## src/logic/oecr_pkg.sv

```systemverilog
// constants, field layout and carrier types for the optical/ecg config registers
package oecr_pkg;
  // register offsets
  localparam logic [7:0] OECR_OFF_INT_STATUS = 8'h00;
  localparam logic [7:0] OECR_OFF_IR_AMP     = 8'h11;
  localparam logic [7:0] OECR_OFF_RED_AMP    = 8'h12;
  localparam logic [7:0] OECR_OFF_RANGE      = 8'h14;
  localparam logic [7:0] OECR_OFF_PILOT_AMP  = 8'h15;
  localparam logic [7:0] OECR_OFF_ECG_RATE   = 8'h3c;
  localparam logic [7:0] OECR_OFF_ECG_GAIN   = 8'h3e;
  localparam logic [7:0] OECR_OFF_CHIP_ID    = 8'hff;
  // writable bit masks, unused positions stay zero
  localparam logic [7:0] OECR_MASK_RANGE     = 8'h0f;
  localparam logic [7:0] OECR_MASK_ECG_RATE  = 8'h07;
  localparam logic [7:0] OECR_MASK_ECG_GAIN  = 8'h0f;
  // field positions
  localparam int OECR_POS_RED_RGE   = 2;
  localparam int OECR_POS_IR_RGE    = 0;
  localparam int OECR_POS_ECG_CLK   = 2;
  localparam int OECR_POS_ECG_OSR   = 0;
  localparam int OECR_POS_PGA_GAIN  = 2;
  localparam int OECR_POS_INSTRUMENT_AMP_GAIN   = 0;
  localparam int OECR_POS_PWR_RDY   = 0;
  // values after reset
  localparam logic [7:0] OECR_RST_AMP       = 8'h00;
  localparam logic [7:0] OECR_RST_RANGE     = 8'h00;
  localparam logic [7:0] OECR_RST_ECG_RATE  = 8'h00;
  localparam logic [7:0] OECR_RST_ECG_GAIN  = 8'h02;
  localparam logic [7:0] OECR_RST_RD_DATA   = 8'h00;
  // drive current step per code, in microamps, and the range field codes
  localparam logic [16:0] OECR_STEP_LO_UA   = 17'h000c8;
  localparam logic [16:0] OECR_STEP_HI_UA   = 17'h00190;
  localparam logic [1:0]  OECR_RGE_50MA     = 2'h0;
  localparam logic [1:0]  OECR_RGE_100MA    = 2'h1;

  typedef enum logic [1:0] {
    OECR_PTR_IDLE = 2'b00,
    OECR_PTR_ADDR = 2'b01,
    OECR_PTR_DATA = 2'b10
  } oecr_ptr_state_t;

  // one byte event from the serial engine
  typedef struct packed {
    logic       start;
    logic       wr_valid;
    logic [7:0] wr_data;
    logic       rd_req;
  } oecr_byte_req_t;
endpackage

```

## src/logic/oecr_regs.sv

```systemverilog
// register bank and decode for the optical pulse / ecg sensor configuration
`timescale 1ns/1ps
module oecr_regs #(
  parameter logic [7:0] CHIP_ID = 8'h5a  // arbitrary value
) (
  input  wire logic                    i_clk,
  input  wire logic                    i_sys_rst,
  input  wire oecr_pkg::oecr_byte_req_t i_bus,
  input  wire logic                    i_power_ready,
  input  wire logic                    i_pilot_mode,
  input  wire logic                    i_pilot_on_red,
  output logic [7:0]                   o_rd_data,
  output logic                         o_rd_valid,
  output logic                         o_int_n,
  output logic [16:0]                  o_red_ua,
  output logic [16:0]                  o_ir_ua,
  output logic [16:0]                  o_pilot_ua,
  output logic [11:0]                  o_ecg_rate_hz,
  output logic [3:0]                   o_pga_gain,
  output logic [8:0]                   o_instrument_amp_gain_x10
);
  import oecr_pkg::*;

  function automatic logic [16:0] drive_ua(input logic [7:0] code, input logic [1:0] rge);
    case (rge)
      OECR_RGE_50MA:  drive_ua = 17'(code) * OECR_STEP_LO_UA;
      OECR_RGE_100MA: drive_ua = 17'(code) * OECR_STEP_HI_UA;
      default:        drive_ua = 17'h00000;                     // undefined range drives nothing
    endcase
  endfunction

  function automatic logic [11:0] ecg_rate(input logic [2:0] sel);
    case (sel)
      3'h0:    ecg_rate = 12'h640;
      3'h1:    ecg_rate = 12'h320;
      3'h2:    ecg_rate = 12'h190;
      3'h3:    ecg_rate = 12'h0c8;
      3'h4:    ecg_rate = 12'hc80;
      3'h5:    ecg_rate = 12'h640;
      3'h6:    ecg_rate = 12'h320;
      default: ecg_rate = 12'h190;
    endcase
  endfunction

  function automatic logic [8:0] instrument_amp_gain(input logic [1:0] sel);
    case (sel)
      2'h0:    instrument_amp_gain = 9'h032;
      2'h1:    instrument_amp_gain = 9'h05f;
      2'h2:    instrument_amp_gain = 9'h0c8;
      default: instrument_amp_gain = 9'h1f4;
    endcase
  endfunction

  // ready level comes from the supply monitor, outside this clock
  logic rdy_s1_r, rdy_s2_r, rdy_s3_r;
  always_ff @(posedge i_clk) begin
    if (i_sys_rst) begin
      rdy_s1_r <= 1'b0;
      rdy_s2_r <= 1'b0;
      rdy_s3_r <= 1'b0;
    end else begin
      rdy_s1_r <= i_power_ready;
      rdy_s2_r <= rdy_s1_r;
      rdy_s3_r <= rdy_s2_r;
    end
  end
  wire logic rdy_rise = rdy_s2_r & ~rdy_s3_r;

  // register file and pointer
  oecr_ptr_state_t st_r, st_nxt;
  logic [7:0] ptr_r, ptr_nxt;
  logic [7:0] ir_amp_r, ir_amp_nxt, red_amp_r, red_amp_nxt, pilot_amp_r, pilot_amp_nxt;
  logic [7:0] range_r, range_nxt, ecg_rate_r, ecg_rate_nxt, ecg_gain_r, ecg_gain_nxt;
  logic       pend_r, pend_nxt;
  logic [7:0] rd_data_nxt;
  logic       data_wr, rd_hit, status_rd;

  always_comb begin
    st_nxt        = st_r;
    ptr_nxt       = ptr_r;
    ir_amp_nxt    = ir_amp_r;
    red_amp_nxt   = red_amp_r;
    pilot_amp_nxt = pilot_amp_r;
    range_nxt     = range_r;
    ecg_rate_nxt  = ecg_rate_r;
    ecg_gain_nxt  = ecg_gain_r;
    rd_data_nxt   = 8'h00;
    data_wr       = 1'b0;
    // a write in the same cycle wins, so the read strobe is dropped then
    rd_hit        = i_bus.rd_req & ~i_bus.start & ~i_bus.wr_valid;
    status_rd     = rd_hit & (ptr_r == OECR_OFF_INT_STATUS);
    if (i_bus.start) begin
      st_nxt = OECR_PTR_ADDR;
    end else if (i_bus.wr_valid) begin
      case (st_r)
        OECR_PTR_IDLE,
        OECR_PTR_ADDR: begin
          ptr_nxt = i_bus.wr_data;
          st_nxt  = OECR_PTR_DATA;
        end
        OECR_PTR_DATA: begin
          data_wr = 1'b1;
          ptr_nxt = ptr_r + 8'h01;
        end
        default: st_nxt = OECR_PTR_IDLE;
      endcase
    end else if (rd_hit) begin
      ptr_nxt = ptr_r + 8'h01;
    end
    if (data_wr) begin
      case (ptr_r)
        OECR_OFF_IR_AMP:    ir_amp_nxt    = i_bus.wr_data;
        OECR_OFF_RED_AMP:   red_amp_nxt   = i_bus.wr_data;
        OECR_OFF_PILOT_AMP: pilot_amp_nxt = i_bus.wr_data;
        OECR_OFF_RANGE:     range_nxt     = i_bus.wr_data & OECR_MASK_RANGE;
        OECR_OFF_ECG_RATE:  ecg_rate_nxt  = i_bus.wr_data & OECR_MASK_ECG_RATE;
        OECR_OFF_ECG_GAIN:  ecg_gain_nxt  = i_bus.wr_data & OECR_MASK_ECG_GAIN;
        default: ;                                              // id, status and unmapped offsets
      endcase
    end
    case (ptr_r)
      OECR_OFF_INT_STATUS: rd_data_nxt = 8'(pend_r) << OECR_POS_PWR_RDY;
      OECR_OFF_IR_AMP:     rd_data_nxt = ir_amp_r;
      OECR_OFF_RED_AMP:    rd_data_nxt = red_amp_r;
      OECR_OFF_PILOT_AMP:  rd_data_nxt = pilot_amp_r;
      OECR_OFF_RANGE:      rd_data_nxt = range_r;
      OECR_OFF_ECG_RATE:   rd_data_nxt = ecg_rate_r;
      OECR_OFF_ECG_GAIN:   rd_data_nxt = ecg_gain_r;
      OECR_OFF_CHIP_ID:    rd_data_nxt = CHIP_ID;
      default:             rd_data_nxt = 8'h00;
    endcase
    // a ready edge in the same cycle as the clearing read is kept
    pend_nxt = rdy_rise | (pend_r & ~status_rd);
  end

  // decoded drive and analog settings
  logic [1:0]  red_rge, ir_rge, pilot_rge;
  logic [16:0] red_ua_nxt, ir_ua_nxt, pilot_ua_nxt;
  logic [11:0] rate_nxt;
  logic [3:0]  pga_nxt;
  logic [8:0]  ia_nxt;
  always_comb begin
    red_rge      = range_r[OECR_POS_RED_RGE +: 2];
    ir_rge       = range_r[OECR_POS_IR_RGE +: 2];
    pilot_rge    = i_pilot_on_red ? red_rge : ir_rge;
    red_ua_nxt   = drive_ua(red_amp_r, red_rge);
    ir_ua_nxt    = drive_ua(ir_amp_r, ir_rge);
    pilot_ua_nxt = i_pilot_mode ? drive_ua(pilot_amp_r, pilot_rge) : 17'h00000;
    rate_nxt     = ecg_rate({ecg_rate_r[OECR_POS_ECG_CLK], ecg_rate_r[OECR_POS_ECG_OSR +: 2]});
    pga_nxt      = 4'h1 << ecg_gain_r[OECR_POS_PGA_GAIN +: 2];
    ia_nxt       = instrument_amp_gain(ecg_gain_r[OECR_POS_INSTRUMENT_AMP_GAIN +: 2]);
  end

  always_ff @(posedge i_clk) begin
    if (i_sys_rst) begin
      st_r          <= OECR_PTR_IDLE;
      ptr_r         <= OECR_OFF_INT_STATUS;
      ir_amp_r      <= OECR_RST_AMP;
      red_amp_r     <= OECR_RST_AMP;
      pilot_amp_r   <= OECR_RST_AMP;
      range_r       <= OECR_RST_RANGE;
      ecg_rate_r    <= OECR_RST_ECG_RATE;
      ecg_gain_r    <= OECR_RST_ECG_GAIN;
      pend_r        <= 1'b0;
      o_int_n       <= 1'b1;
      o_rd_data     <= OECR_RST_RD_DATA;
      o_rd_valid    <= 1'b0;
      o_red_ua      <= 17'h00000;
      o_ir_ua       <= 17'h00000;
      o_pilot_ua    <= 17'h00000;
      o_ecg_rate_hz <= 12'h640;
      o_pga_gain    <= 4'h1;
      o_instrument_amp_gain_x10 <= 9'h0c8;
    end else begin
      st_r          <= st_nxt;
      ptr_r         <= ptr_nxt;
      ir_amp_r      <= ir_amp_nxt;
      red_amp_r     <= red_amp_nxt;
      pilot_amp_r   <= pilot_amp_nxt;
      range_r       <= range_nxt;
      ecg_rate_r    <= ecg_rate_nxt;
      ecg_gain_r    <= ecg_gain_nxt;
      pend_r        <= pend_nxt;
      o_int_n       <= ~pend_nxt;
      o_rd_data     <= rd_hit ? rd_data_nxt : o_rd_data;
      o_rd_valid    <= rd_hit;
      o_red_ua      <= red_ua_nxt;
      o_ir_ua       <= ir_ua_nxt;
      o_pilot_ua    <= pilot_ua_nxt;
      o_ecg_rate_hz <= rate_nxt;
      o_pga_gain    <= pga_nxt;
      o_instrument_amp_gain_x10 <= ia_nxt;
    end
  end
endmodule

```

## config.mk

```make
export PLATFORM = sky130hd
export DESIGN_NAME = oecr_regs
export DESIGN_NICKNAME = d
export VERILOG_FILES = /design/src/logic/oecr_pkg.sv /design/src/logic/oecr_regs.sv
export SDC_FILE = /design/constraint.sdc
export NUM_CORES = 1
export LEC_CHECK = 0
export ABC_AREA = 1
export BUFFER_PORTS_ARGS = -buffer_cell sky130_fd_sc_hd__buf_2
export CORE_ASPECT_RATIO = 0.9
export CORE_MARGIN = 1
export CORE_UTILIZATION = 52
export CTS_BUF_LIST = sky130_fd_sc_hd__clkbuf_16
export DETAILED_ROUTE_END_ITERATION = 8
export PLACE_DENSITY = 0.77
export SYNTH_ARGS = -nofsm -noshare
export SYNTH_HDL_FRONTEND = slang
export SYNTH_SLANG_ARGS = --single-unit
```

## constraint.sdc

```tcl
create_clock -name i_clk -period 2.57 [get_ports i_clk]
set_input_delay 0.3855 -clock i_clk [delete_from_list [all_inputs] [get_ports i_clk]]
set_output_delay 0.3855 -clock i_clk [all_outputs]
set_load 0.01 [all_outputs]
```

==> results by stage <==
Outcome:
- The flow ran to the end, and the final reports show no timing, DRC or antenna violations.

GRT:
- The number of global-route vias before repair is 5845.
- Entering global routing, the biggest net connects 48 pins.
- The total grt overflow is 0.
- The number of antenna violations at the first check in global routing is 0.
- For this run, the total global-route usage over all layers was measured as 24.3%.
- The first-pass GRT wire length is 27300 um.

Logic synthesis:
- The per-instance average area after synthesis is 7.71 um2.
- After synthesis the cells add up to 0.00701 mm2.
- Yosys attributes the largest share of cell area to sky130_fd_sc_hd__dfxtp_1 35%, sky130_fd_sc_hd__ha_1 17%, sky130_fd_sc_hd__nand2_1 9.3%, sky130_fd_sc_hd__inv_1 6.7%, sky130_fd_sc_hd__a21oi_1 6.2%.
- Counting flops with an async set or reset pin after synthesis yields a share of 0%.
- Yosys mapped a number of flops with a built-in enable equal to 0.
- The sequential cell area fraction in the yosys report is 35.1%.
- The yosys synthesis warning count is 0.
- The cell count after synthesis came out at 909.
- Summed over its instances, the top area cell type makes up 35.1% of the synthesized netlist area.
- Yosys mapped the design onto 37 distinct sky130hd cell types.
- sky130_fd_sc_hd__dfxtp_1 takes more of the synthesized area than any other cell.
- The top flip-flop cell by instance count after synthesis is sky130_fd_sc_hd__dfxtp_1.
- After synthesis the netlist holds a flip-flop and latch count of 123.

Timing:
- The number of setup violations in the final report is 0.
- The clock period could shrink to 2560 ps.
- The final worst-path cycle share is 99.6%.
- The worst path meets setup with 9.91 ps of slack.
- The final count of pins violating max slew came to 0.
- The number of hold violations in the final report is 0.
- The clock tree skew after final layout is 9.89 ps.
- Timing would allow up to 0.391 GHz.
- Setup repair after global routing could not meet its margin everywhere.

Power:
- The internal power of the cells is 3560 uW.
- The switching power is 997 uW.
- In this run, flip-flops and latches consume 42.5% of the power.
- Per report_power, the clock group accounts for 52.9% of the total.
- The logic gate share of total power is 4.6%.
- In this run the power density over the cells is 512 mW/mm2.
- Total power for the finished layout comes to 4560 uW.
- In this run the static leakage power is 0.00436 uW.
- In this run switching power makes up 21.9% of total power.
- The maximum vdd ir drop is 0.658 mV.

Floorplanning:
- Measured along the y axis, the die boundary spans 112 um.
- The number of placed I/O pins is 102.
- The floorplan has 39 rows.
- The initial cell density of the core is 54.2%.
- In this run the standard cell core region covers 0.0129 mm2.
- The width of the chip is 124 um.
- The area enclosed by the die boundary is 0.0140 mm2.

Placement:
- The detailed placer's ending HPWL is 12000 um.
- The worst slack at placement is -146 ps.
- The number of buffers inserted by port buffering is 89.
- The final weighted congestion of routability-driven global placement is 0.917.

Clock tree:
- The root cell of the clock tree is sky130_fd_sc_hd__clkbuf_16.
- TritonCTS built the clock tree.
- In this run the deepest clock path goes through 2 buffers.
- The number of buffers added for setup after CTS is 0.
- At the later pin of the worst-skew pair, clock insertion delay measures 420 ps.
- After clock tree synthesis, the clock-pin slew on the worst setup and hold paths is 60 ps.
- Buffers inserted during clock tree synthesis total 17.
- The H-tree generated during clock tree synthesis spans 4 levels.
- The number of clock sinks is 123.

Cells and area:
- In the final design database the tool counted 1155 nets.
- The synthesis-to-layout area growth is 26.9%.
- Leaving out fill and tap cells, the most frequent cells in the layout are 163 x sky130_fd_sc_hd__nand2_1, 125 x sky130_fd_sc_hd__inv_1, 112 x sky130_fd_sc_hd__dfxtp_1.
- The share of final-layout standard cells stronger than drive strength 1 is 24.8%.
- At the end of the flow the core is filled with cells to 68.8%.
- The commonest non-fill, non-tap cell in the layout is sky130_fd_sc_hd__nand2_1.
- The number of antenna diodes in the final layout is 0.

Routing:
- The first TritonRoute pass finished after 6 iterations.
- The routed wire length per instance is 14.7 um.
- The count of nets left with antenna violations once routing finished came out at 0.
- The number of DRC markers in iteration 0 is 494.
- Using the TritonRoute via totals, the vias-per-cell ratio works out to 5.34.
- For this run, design rule violations remaining after detail routing come to 0.
- The final route contains 6461 vias.
- After detailed routing, the total wire length is 17800 um.

Setup path:
- The critical path buffer and inverter count is 2.
- The slowest stage cell on the critical path is sky130_fd_sc_hd__fa_1.
- Of all nets on the critical path, the largest fanout is 4.
- Traced cell by cell, the critical path runs through ha_4 > ha_4 > inv_1 > fa_1 > inv_2 > ha_4 > nand2_4 > o21ai_4 > nand2_2 > nand2_2 > nand2_2 > nand3_2 > a21oi_1.
- STA puts the critical path data arrival time at 2840 ps.
- The kind of start point of the critical path is a flop.
- The type of the worst setup path is reg2reg.
- The largest stage delay on the critical path is 520 ps.
- The critical path endpoint category is a flop.
- On the critical path the largest part of the delay comes from adder cells.
- At the worst endpoint, the required time is 2850 ps.

Min path:
- The class of the worst hold path is in2reg.

Run:
- The reported max-cap violation count is 0.
-- layout make-up --
type / instances / area, um2
clock buffers: 17 / 425
clock inverters: 14 / 163
fillers: 1005 / 4040
inverters: 129 / 484
multi-input cells: 639 / 4420
flip-flops and latches: 123 / 2490
well taps: 164 / 205
repair buffers: 125 / 716
-- Yosys cell counts (all sizes together) (4+ instances only) --
master  count
nor2       80
nor3        6
o21ai      57
xnor2       4
buf        22
nand4       5
nand3b      4
xor2        9
ha         95
clkbuf      7
dfxtp     123
inv       127
fa          9
a21oi      87
o22ai      11
or2         5
nand2     180
nand3      65
-- through the flow --
stage	std cells	setup TNS [ps]	area (um2)	hold WS [ps]
finish	1211	0	8900	132
global route	1211	-492	8900	143
CTS	1211	0	8480	125
detailed placement	1180	-1460	7800	392
global placement	1180	-412	7800	391
floorplan	920	0	7060	388
-- final timing paths --
kind | from | endpoint | slack [ps] | depth (start not counted)
worst min register to register | rdy_s1_r | rdy_s2_r | 410 | 2
worst min-delay path | i_bus[10] | st_r[1] | 130 | 2
worst max-delay path | red_amp_r[4] | o_red_ua[14] | 10 | 13
worst max register to register | red_amp_r[4] | o_red_ua[14] | 10 | 13
-- power by group through the flow --
stage	Combinational [uW]	Sequential, uW	Clock, uW
final	211	1940	2410
after global placement	199	1980	0
after detailed placement	201	1980	0
after floorplan	157	1980	0
after CTS	204	1940	2420
after global routing	231	1940	2550
-- kinds of logic after synthesis --
family,synth area share (%)
AOI/OAI and AO/OA,12.2
buffers and inverters,9.60
adders and majority gates,19.5
xor gates and xnor gates,1.62
DFF,35.1
other,0.0535
and+or+nand+nor,21.9
-- per-layer routing --
| metal | vias to the layer above | routed length [um] | track usage, % |
|---|---|---|---|
| met5 | - | 0 | 0 |
| met4 | 0 | 213 | 6.99 |
| met3 | 26 | 1040 | 6.20 |
| met2 | 216 | 8850 | 41.2 |
| met1 | 3021 | 7720 | 30.5 |
| li1 | 3198 | - | - |
-- state kept, by name (all words and copies together) (netlist names), 2 cells and up --
name,flops
ecg_gain_r,4
ecg_rate_r,3
ir_amp_r,8
o_ecg_rate_hz,9
o_instrument_amp_gain_x10,9
o_ir_ua,14
o_pga_gain,4
o_pilot_ua,14
o_rd_data,8
o_red_ua,14
pilot_amp_r,8
ptr_r,8
range_r,4
red_amp_r,8
st_r,2
-- what timing repair did --
item	4_1_cts	5_1_grt
hold buffers	0	0
pin swaps	4	36
resized for setup	16	81
endpoints found under the setup margin	20	21
(Power assumes the default switching activity.)
